$ cat src/hdl/sleep_wake_pkg.sv
package sleep_wake_pkg;

    // ------------------------------------------------------------
    // modes and states
    // ------------------------------------------------------------
    typedef enum logic [1:0] {MODE_PINS, MODE_UART, MODE_SPI} transport_e;
    typedef enum logic [1:0] {ST_OFF, ST_AWAKE, ST_SLEEP, ST_EVENT} pwr_state_e;

    localparam int CNT_W = 16;
    typedef logic [CNT_W-1:0] count_t;

    // ------------------------------------------------------------
    // configuration written by the host over the cfg strobe
    // ------------------------------------------------------------
    typedef struct packed {
        logic sleepEn;
        logic wakePolHigh;
        logic hostWakePolHigh;
        transport_e mode;
        logic spiSleepEn;
        count_t spiIdleTime;
        count_t wakeTime;
        logic scanEn;
        count_t scanInterval;
    } cfg_s;

    localparam cfg_s CFG_RESET = '{
        sleepEn: 1'h0,
        wakePolHigh: 1'h0,
        hostWakePolHigh: 1'h0,
        mode: MODE_PINS,
        spiSleepEn: 1'h0,
        spiIdleTime: 16'h0040,
        wakeTime: 16'h0000,
        scanEn: 1'h0,
        scanInterval: 16'h0800
    };

    // ------------------------------------------------------------
    // timing
    // ------------------------------------------------------------
    localparam int CLOCK_MHZ = 200;
    localparam int WAKE_SETTLE_NS = 100;
    localparam int WAKE_SETTLE_CYC = (WAKE_SETTLE_NS * CLOCK_MHZ + 999) / 1000;
    localparam logic [7:0] SETTLE_DONE = 8'(WAKE_SETTLE_CYC);

    // level of a wake line from its logical meaning, or back; symmetric
    function automatic logic polMap(input logic value, input logic polHigh);
        return polHigh ? value : ~value;
    endfunction

endpackage

$ cat src/hdl/sleep_wake_if.sv
`timescale 1ns/1ps

interface sleep_wake_if;
    import sleep_wake_pkg::*;

    // host to device
    logic deviceWakeReq;
    logic uartCtsN;
    logic hostChipSelectN;
    logic regEn;
    logic cfgWrite;
    cfg_s cfgData;
    // device to host
    logic hostWake;
    logic uartRtsN;
    logic spiInt;
    logic clkReq;

    modport dev (
        input deviceWakeReq, uartCtsN, hostChipSelectN, regEn, cfgWrite, cfgData,
        output hostWake, uartRtsN, spiInt, clkReq
    );

    modport host (
        output deviceWakeReq, uartCtsN, hostChipSelectN, regEn, cfgWrite, cfgData,
        input hostWake, uartRtsN, spiInt, clkReq
    );

endinterface

$ cat src/hdl/sleep_wake_handshake_ctrl.sv
`timescale 1ns/1ps

// Function
// - sleep powers down and gates nonessential logic
// - sleep timed by oscillator, wakes timer/host
// - scan or sniff event wakes, then resleeps
// - periodic event timer clocked by oscillator
// - host may wake sleeping device anytime
// - host wake keeps device awake between events
// - dropping wake request means sleep request
// - device wake input forces awake state in pins mode
// - wake polarity selectable, active low default
// - host wake output with selectable polarity
// - uart cts wakes device, rts wakes host
// - spi idle chip select times into sleep
// - host programs spi idle sleep and time
// - chip select assertion wakes spi device
// - spi interrupt wakes host for pending data
// - clock request asserted while reference needed
// - regulator enable high powers, low disables
// - separate tx, rx, pll, pa power downs
// - regulator enable restart is full power-on
// - low power link modes run from oscillator
module sleep_wake_handshake_ctrl
    import sleep_wake_pkg::*;
(
    // clock and reset
    input wire logic clock,
    input wire logic rst_n,
    // link to the host
    sleep_wake_if.dev link,
    // baseband side
    input wire logic lowPowerOsc,
    input wire logic dataPending,
    input wire logic eventDone,
    input wire logic txActive,
    input wire logic rxActive,
    input wire logic rxReady,
    // power and status
    output logic regOn,
    output logic sleeping,
    output logic scanEvent,
    output logic pdTx,
    output logic pdRx,
    output logic pdPll,
    output logic pdPa
);

    // ------------------------------------------------------------
    // state
    // ------------------------------------------------------------
    typedef struct packed {
        pwr_state_e state;
        cfg_s cfg;
        logic [1:0] wakeSync;
        logic [1:0] csSync;
        logic [1:0] ctsSync;
        logic [2:0] lpoSync;
        count_t sleepCnt;
        count_t scanCnt;
        count_t idleCnt;
        logic regOn;
        logic sleeping;
        logic scanEvent;
        logic hostWake;
        logic rtsN;
        logic spiInt;
        logic clkReq;
        logic pdTx;
        logic pdRx;
        logic pdPll;
        logic pdPa;
    } dev_s;

    localparam dev_s DEV_RESET = '{
        state: ST_OFF,
        cfg: CFG_RESET,
        wakeSync: 2'h3,
        csSync: 2'h3,
        ctsSync: 2'h3,
        hostWake: 1'h1,
        rtsN: 1'h1,
        pdTx: 1'h1,
        pdRx: 1'h1,
        pdPll: 1'h1,
        pdPa: 1'h1,
        default: '0
    };

    dev_s st_reg;
    dev_s st_next;
    logic lpoTick;
    logic wakeReq;
    logic sleepOk;
    logic active;
    logic hostWakeOn;

    // ------------------------------------------------------------
    // next state
    // ------------------------------------------------------------
    always_comb begin
        st_next = st_reg;
        st_next.scanEvent = 1'h0;
        // first stages feed only the second stages
        st_next.wakeSync = {st_reg.wakeSync[0], link.deviceWakeReq};
        st_next.csSync = {st_reg.csSync[0], link.hostChipSelectN};
        st_next.ctsSync = {st_reg.ctsSync[0], link.uartCtsN};
        st_next.lpoSync = {st_reg.lpoSync[1:0], lowPowerOsc};
        lpoTick = st_reg.lpoSync[1] & ~st_reg.lpoSync[2];

        case (st_reg.cfg.mode)
            MODE_UART: wakeReq = ~st_reg.ctsSync[1];
            MODE_SPI: wakeReq = ~st_reg.csSync[1];
            default: wakeReq = polMap(st_reg.wakeSync[1], st_reg.cfg.wakePolHigh);
        endcase

        if (link.cfgWrite) begin
            st_next.cfg = link.cfgData;
        end

        // event timer runs on oscillator ticks in every powered state
        if (!st_reg.cfg.scanEn) begin
            st_next.scanCnt = '0;
        end else if (lpoTick) begin
            if (st_reg.scanCnt >= st_reg.cfg.scanInterval) begin
                st_next.scanCnt = '0;
                st_next.scanEvent = 1'h1;
            end else begin
                st_next.scanCnt = st_reg.scanCnt + 16'h0001;
            end
        end

        // idle chip select counted in core clocks while awake
        if (st_reg.cfg.mode == MODE_SPI && st_reg.csSync[1] && st_reg.state == ST_AWAKE) begin
            if (st_reg.idleCnt != '1) begin
                st_next.idleCnt = st_reg.idleCnt + 16'h0001;
            end
        end else begin
            st_next.idleCnt = '0;
        end

        if (st_reg.cfg.mode == MODE_SPI) begin
            sleepOk = st_reg.cfg.spiSleepEn && !dataPending
                && st_reg.idleCnt >= st_reg.cfg.spiIdleTime;
        end else begin
            sleepOk = st_reg.cfg.sleepEn && !wakeReq && !dataPending;
        end

        case (st_reg.state)
            ST_OFF: begin
                st_next.state = ST_AWAKE;
            end
            ST_AWAKE: begin
                // events while awake are serviced in place, no sleep between them
                if (sleepOk) begin
                    st_next.state = ST_SLEEP;
                    st_next.sleepCnt = '0;
                end
            end
            ST_SLEEP: begin
                if (wakeReq || dataPending) begin
                    st_next.state = ST_AWAKE;
                end else if (st_next.scanEvent) begin
                    st_next.state = ST_EVENT;
                end else if (lpoTick) begin
                    if (st_reg.cfg.wakeTime != '0 && st_reg.sleepCnt >= st_reg.cfg.wakeTime - 16'h0001) begin
                        st_next.state = ST_AWAKE;
                    end else begin
                        st_next.sleepCnt = st_reg.sleepCnt + 16'h0001;
                    end
                end
            end
            ST_EVENT: begin
                if (eventDone) begin
                    st_next.state = wakeReq ? ST_AWAKE : ST_SLEEP;
                    st_next.sleepCnt = '0;
                end
            end
            default: begin
                st_next.state = ST_OFF;
            end
        endcase

        // ------------------------------------------------------------
        // outputs from the next state
        // ------------------------------------------------------------
        active = st_next.state == ST_AWAKE || st_next.state == ST_EVENT;
        st_next.sleeping = st_next.state == ST_SLEEP;
        st_next.clkReq = active;
        st_next.pdTx = !(active && txActive);
        st_next.pdRx = !(active && rxActive);
        st_next.pdPll = !(active && (txActive || rxActive));
        st_next.pdPa = !(active && txActive);

        hostWakeOn = dataPending && st_reg.cfg.mode != MODE_SPI;
        st_next.hostWake = polMap(hostWakeOn, st_reg.cfg.hostWakePolHigh);
        // rts doubles as host wake on top of receive flow control
        st_next.rtsN = (st_reg.cfg.mode == MODE_UART) ? ~(hostWakeOn || (active && rxReady)) : 1'h1;
        // chip select left high means the host may be asleep
        st_next.spiInt = st_reg.cfg.mode == MODE_SPI && dataPending && st_reg.csSync[1];
        st_next.regOn = link.regEn;

        // regulator off loses everything, including configuration
        if (!link.regEn) begin
            st_next = DEV_RESET;
        end
    end

    always_ff @(posedge clock or negedge rst_n) begin
        if (!rst_n) begin
            st_reg <= DEV_RESET;
        end else begin
            st_reg <= st_next;
        end
    end

    // ------------------------------------------------------------
    // ports
    // ------------------------------------------------------------
    assign link.hostWake = st_reg.hostWake;
    assign link.uartRtsN = st_reg.rtsN;
    assign link.spiInt = st_reg.spiInt;
    assign link.clkReq = st_reg.clkReq;
    assign regOn = st_reg.regOn;
    assign sleeping = st_reg.sleeping;
    assign scanEvent = st_reg.scanEvent;
    assign pdTx = st_reg.pdTx;
    assign pdRx = st_reg.pdRx;
    assign pdPll = st_reg.pdPll;
    assign pdPa = st_reg.pdPa;

endmodule // sleep_wake_handshake_ctrl

$ cat src/flat_wrapper.sv
// flat-port wrapper written by rule: the top's interface ports become plain ports
module sleep_wake_handshake_ctrl_flat import sleep_wake_pkg::*;
  (clock, rst_n, lowPowerOsc, dataPending, eventDone, txActive, rxActive, rxReady, regOn, sleeping, scanEvent, pdTx, pdRx, pdPll, pdPa, link_deviceWakeReq, link_uartCtsN, link_hostChipSelectN, link_regEn, link_cfgWrite, link_cfgData, link_hostWake, link_uartRtsN, link_spiInt, link_clkReq);
  sleep_wake_if link_i ();
  input wire logic clock;
  input wire logic rst_n;
  input wire logic lowPowerOsc;
  input wire logic dataPending;
  input wire logic eventDone;
  input wire logic txActive;
  input wire logic rxActive;
  input wire logic rxReady;
  output logic regOn;
  output logic sleeping;
  output logic scanEvent;
  output logic pdTx;
  output logic pdRx;
  output logic pdPll;
  output logic pdPa;
  input wire logic [$bits(link_i.deviceWakeReq)-1:0] link_deviceWakeReq;
  input wire logic [$bits(link_i.uartCtsN)-1:0] link_uartCtsN;
  input wire logic [$bits(link_i.hostChipSelectN)-1:0] link_hostChipSelectN;
  input wire logic [$bits(link_i.regEn)-1:0] link_regEn;
  input wire logic [$bits(link_i.cfgWrite)-1:0] link_cfgWrite;
  input wire logic [$bits(link_i.cfgData)-1:0] link_cfgData;
  output wire logic [$bits(link_i.hostWake)-1:0] link_hostWake;
  output wire logic [$bits(link_i.uartRtsN)-1:0] link_uartRtsN;
  output wire logic [$bits(link_i.spiInt)-1:0] link_spiInt;
  output wire logic [$bits(link_i.clkReq)-1:0] link_clkReq;
  assign link_i.deviceWakeReq = link_deviceWakeReq;
  assign link_i.uartCtsN = link_uartCtsN;
  assign link_i.hostChipSelectN = link_hostChipSelectN;
  assign link_i.regEn = link_regEn;
  assign link_i.cfgWrite = link_cfgWrite;
  assign link_i.cfgData = link_cfgData;
  assign link_hostWake = link_i.hostWake;
  assign link_uartRtsN = link_i.uartRtsN;
  assign link_spiInt = link_i.spiInt;
  assign link_clkReq = link_i.clkReq;
  sleep_wake_handshake_ctrl u_core (.clock(clock), .rst_n(rst_n), .link(link_i), .lowPowerOsc(lowPowerOsc), .dataPending(dataPending), .eventDone(eventDone), .txActive(txActive), .rxActive(rxActive), .rxReady(rxReady), .regOn(regOn), .sleeping(sleeping), .scanEvent(scanEvent), .pdTx(pdTx), .pdRx(pdRx), .pdPll(pdPll), .pdPa(pdPa));
endmodule
$ cat config.mk
export PLATFORM = sky130hd
export DESIGN_NAME = sleep_wake_handshake_ctrl_flat
export DESIGN_NICKNAME = d
export VERILOG_FILES = /design/src/hdl/sleep_wake_pkg.sv /design/src/hdl/sleep_wake_if.sv /design/src/hdl/sleep_wake_handshake_ctrl.sv /design/src/flat_wrapper.sv
export SDC_FILE = /design/constraint.sdc
export NUM_CORES = 1
export LEC_CHECK = 0
export BUFFER_PORTS_ARGS = -buffer_cell sky130_fd_sc_hd__buf_2
export CORE_UTILIZATION = 38
export CTS_CLUSTER_SIZE = 25
export DETAILED_ROUTE_END_ITERATION = 10
export SKIP_LAST_GASP = 1
export SLEW_MARGIN = 20
export SYNTH_ARGS = -nofsm -noshare
export SYNTH_HDL_FRONTEND = slang
export SYNTH_SLANG_ARGS = --single-unit
export TNS_END_PERCENT = 1
$ cat constraint.sdc
create_clock -name clock -period 3.7 [get_ports clock]
set_input_delay 0.185 -clock clock [delete_from_list [all_inputs] [get_ports clock]]
set_output_delay 0.185 -clock clock [all_outputs]
set_load 0.02 [all_outputs]
======== Word level (Yosys, flattened, before mapping) ========
Cells that the tools add are included.
operators by class
  add/subtract/negate cells ............... 4
  multiplexer cells ....................... 30
  eq/ne operators ......................... 20
  reduce and logical (&&, ||, !) cells .... 26
  order comparisons ....................... 3
  bitwise gates (word level) .............. 7
operators with widths
  kind                                                 number
  2-to-1 mux 16 bit                                    11
  2-to-1 mux 125 bit                                   1
  2-to-1 mux 55 bit                                    1
  adder 16 x 1 -> 16 bit (second input constant)       3
  >= comparator 16 bit                                 3
  one-hot mux 16 bit (3 select lines)                  1
  != test 3 bit (second input constant)                6
  != test 16 bit (second input constant)               1
  nonzero test 16 bit                                  1
  subtractor 16 x 1 -> 16 bit (second input constant)  1
  logical AND 1 bit                                    14
  2-to-1 mux 2 bit                                     7
  == test 2 bit (second input constant)                5
  one-hot mux 2 bit (4 select lines)                   1
  2-to-1 mux 1 bit                                     7
  AND reduction 7 bit                                  1
  == test 2 x 1 -> 1 bit (second input constant)       3
  != test 3 x 2 -> 1 bit (second input constant)       2
  inverter 1 bit                                       6
  logical NOT 1 bit                                    5
  logical OR 1 bit                                     4
  != test 4 x 1 -> 1 bit (second input constant)       1
  logical NOT 2 bit                                    1
  != test 2 x 1 -> 1 bit (second input constant)       1
  other kinds (3)                                      3
storage, ports and cells
  input port bits ......................... 68
  logic and storage cells ................. 118
  output and inout bits ................... 11
  bits in registers ....................... 125

======== Logic depth before layout (Yosys ltp) ========
  depth after elaboration ................. 16
  gate-level depth with buffers ........... 15
  gate-level depth less buffers ........... 14

======== Worst setup path before layout ========
Ideal clock, no wire load.
  kind .................................... register to register
  start ................................... register u_core.st_reg[87] in the netlist's numbering
  end ..................................... register u_core.st_reg[56] in the netlist's numbering
  clock period less this slack ............ 3761 ps
  data arrival time ....................... 3635 ps
  cell stages (with the launch flop) ...... 15
  path slack .............................. -61 ps
  required time ........................... 3574 ps
  library setup time ...................... 126 ps
  buffers on the path ..................... 1
  path through ............................ dfrtp_1 > nor2_1 > nand2_1 > nor3_1 > nand2_1 > nor4_1 > xnor2_1 > ha_1 > and4_2 > a221o_2 > a41oi_1 > o2111ai_4 > a211o_4 > buf_6 > a221o_1
between the ends
  longest elaborated chain between the ends .. 5
  elaborated cells on any way between the ends .. 6
  those cells by class .................... add/sub: 1; order compare: 1; eq/ne: 1; reduce/logical: 3
RTL lines
  element                            line                              source
  start, declared                    sleep_wake_handshake_ctrl.sv:90   dev_s st_reg;
  start signal, assigned             sleep_wake_handshake_ctrl.sv:213  st_reg <= st_next;
  subtractor 16 x 1 -> 16 bit        sleep_wake_handshake_ctrl.sv:166  if (st_reg.cfg.wakeTime != '0 && st_reg.sleepCnt >= st_reg.cfg.wakeTime - 16'h0001) begin
  >= comparator 16 bit               sleep_wake_handshake_ctrl.sv:166
  logical AND 1 bit (*)              sleep_wake_handshake_ctrl.sv:166
  != test 3 bit (no line) (*)        n/a
  AND reduction 7 bit (no line) (*)  n/a
Every way passes the cells marked *; elsewhere a longest branch is shown, timed or not.
A chain may end at the register's enable or synchronous reset.

======== Worst setup path after layout ========
  start ................................... register u_core.st_reg[96] in the netlist's numbering
  end ..................................... register u_core.st_reg[50] in the netlist's numbering
The elaborated chain is that of the path after synthesis.

==> run_results.csv <==
group,metric,value,unit
power,pwr-share-comb,12.0,%
synth,syn_area_per_cell,9.71,µm²
timing,post-route-period-util,98.7,%
clock_network,clockBufferDepth,2,
critical_path,crit_buf_inv,0,
global_route,globalRouteOverflowTotal,0,
critical_path,slowest_delay,0.56,ns
drt,drc_errors,0,
power,power_switching,0.893,mW
timing,hold_viol_final,0,
finish,area_delta_synth_final,23.8,%
floorplanning,initial_core_util,39.3,%
global_route,grt_first_pass_wirelength,26400,µm
floorplanning,coreArea,18100,µm²
floorplanning,boundaryPins,79,
power,peakVddDrop,0.000328,V
synth,synthDistinctLibCells,66,
drt,via_count,5532,
synth,synthFlopType,"dfrtp_1",
timing,worst_slew_pin_slew,0.964,ns
synth,syn-cell-area,7130,µm²
synth,yosysTopAreaCell,"dfrtp_1",
placement,gp_congestion,0.805,
floorplanning,die_y,139,µm
clock_network,cts-root-buf,"clkbuf_16",
power,seq_power_share,41.2,%
power,switching_share,25.6,%
drt,ant_nets,0,
power,power.share.clock,46.8,%
global_route,grt_usage,17.1,%
critical_path,arrival,3.96,ns
timing,finClkSkew,0.00775,ns
synth,syn_nets,857,
timing,max_freq,274,MHz
global_route,grt_max_degree,65,
power,internal_power,2.60,mW
finish,largest_reg_flops,114,
finish,n_antenna_cell,0,
status,status,"finished clean",
critical_path,crit_slowest_cell,"or4_4",
floorplanning,chipWidth,139,µm
synth,ys_seq_area_share,43.7,%
clock_network,cts_tree,"yes",
critical_path,critical-path-top-delay-family,"compound AO/OA/AOI/OAI gates",
timing,slew_headroom,35.7,%
critical_path,cp-start-kind,"register",
clock_network,cts.clk_slew.worst_paths,0.06,ns
timing,fin_crit,3.65,ns
finish,nets,984,
finish,drive_gt1_share,21.1,%
critical_path,cp_cell_sequence,"or4_4 -> nor4_4 -> nand3_1 -> xor2_1 -> ha_1 -> and4_4 -> a221o_2 -> a41oi_4 -> o2111ai_4 -> a211o_4 -> a221o_2",
global_route,grt_pass1_vias,5347,
floorplanning,design.die.area,19300,µm²
power,power_leakage,4.25,nW
finish,fin_util,48.6,%
clock_network,clk-insertion-delay-late,0.42,ns
timing,rsz0062_at_grt,"yes",
critical_path,critPathMaxFanout,8,
critical_path,critPathKind,"reg -> reg",
drt,drt-total-wl,15500,µm
power,powerDensity,395,nW/µm²
synth,synth_edf_count,0,
drt,viasPerCell,5.02,
critical_path,regToRegSetupSlack,0.05,ns
min_path,hp-class,"in -> reg",
drt,drtIter0Drc,269,
critical_path,cp-end-kind,"register",
critical_path,path_common_cell,"a221o_2",
drt,drt-pass1-iter-count,6,
clock_network,numCtsBuffers,17,
placement,dp.final_hpwl,10600,µm
clock_network,cts.sinks,124,
synth,synth.area.top_cells,"dfrtp_1 39%, ha_1 9.7%, mux2i_1 7.7%, nor2_1 5.8%, dfstp_2 4.8%",
synth,syn_inst,734,
placement,placement.io_buffers,78,
timing,setup_viol,0,
finish,layout_common_cells,"111 x nor2_1, 111 x dfrtp_1, 76 x buf_2",
timing,slew_violations,0,
timing,hold_ws,0.0104,ns
synth,yosys_warnings,0,
floorplanning,rows,49,
global_route,antenna_found_initial,1,
run,maxCapViolCount,0,
drt,wl_per_cell,14.0,µm
critical_path,required,4.00,ns
synth,synth-seq-cells,124,
synth,async_flop_share,100,%
synth,yosysTopAreaCellShare,39.0,%
clock_network,htree_num_levels,4,
[worst paths after layout]
| path | startpoint | endpoint | depth (start not counted) |
|---|---|---|---|
| setup reg to reg | u_core.st_reg[96] | u_core.st_reg[50] | 11 |
| hold / removal | link_cfgData[9] | u_core.st_reg[77] | 3 |
| max in group asynchronous | rst_n | u_core.st_reg[67] | 3 |
| hold reg to reg | u_core.st_reg[59] | u_core.st_reg[60] | 1 |
| min in group asynchronous | rst_n | u_core.link.clkReq | 2 |
| setup / recovery | u_core.st_reg[96] | u_core.st_reg[50] | 11 |
[synthesized netlist by cell type, types with 7 or more instances]
master	instances
o21ai_0	35
a221o_2	7
and3_1	20
dfrtp_1	111
o211ai_1	9
clkbuf_1	20
mux2i_1	55
nand3_1	24
dfstp_2	13
nand2b_1	17
xor2_1	10
nand4_1	7
a21oi_1	17
nor2_1	111
nor2b_1	7
xnor2_1	18
nand2_1	48
nor3_1	11
ha_1	55
and2_1	8
inv_1	47
[stage by stage]
| step | setup slack (ns) | instance area [µm²] | power [mW] | setup TNS, ns | cells |
|---|---|---|---|---|---|
| 6_report | 0.0491 | 8830 | 3.49 | 0 | 1103 |
| 3_3_place_gp | 0.0247 | 7890 | 1.84 | 0 | 1038 |
| 2_1_floorplan | 0.0127 | 7140 | 1.69 | 0 | 734 |
| 3_5_place_dp | -0.0491 | 7890 | 1.85 | -0.269 | 1038 |
| 4_1_cts | 0.00991 | 8780 | 3.53 | 0 | 1100 |
| 5_1_grt | -0.107 | 8830 | 3.65 | -1.49 | 1103 |
[layer usage]
layer  share of wire (%)  track usage, %  vias to the layer above  wire [µm]
li1                    -               -                     2852          -
met1                  50            23.4                     2569       7790
met2                  45            26.0                       91       6900
met3                 3.9            4.59                       18        604
met4                 1.1            5.73                        2        167
met5               0.052               0                        -          8
[what timing repair did]
action,4_1_cts,5_1_grt
buffers inserted,0,3
hold endpoints to repair,81,0
hold buffers,29,0
gates resized for setup,1,6
pin swaps,1,14
endpoints found under the setup margin,11,22
cloned,1,0
[tightest hold or removal path, cell delays in order]
cell and delay [ns]:
buf_2 0.07, mux2i_1 0.05, nor2_1 0.08
[cell type report]
cell class                 count  area, µm²
fill                        1701       9320
multi-input combinational    536       3760
sequential                   124       3120
timing repair buffer         134        901
clock buffer                  18        429
tap                          229        287
inverter                      48        180
clock inverter                14        149
[power groups by stage]
stage / sequential (mW) / clock (mW) / combinational [mW]
after floorplan: 1.46 / 0 / 0.232
after global placement: 1.46 / 0 / 0.383
after detailed placement: 1.46 / 0 / 0.386
after CTS: 1.44 / 1.67 / 0.417
after global routing: 1.44 / 1.74 / 0.476
final: 1.44 / 1.63 / 0.421
[logic make-up after synthesis]
family	count (synthesis)	synth area share, %
DFF	124	43.7
and+or+nand+nor	283	19.6
buffers and inverters	75	4.26
adders and majority gates	55	9.65
AOI/OAI and AO/OA	113	11.4
xor gates and xnor gates	28	3.44
muxes	56	7.88
Note: power is estimated with default switching activity, not from simulation.
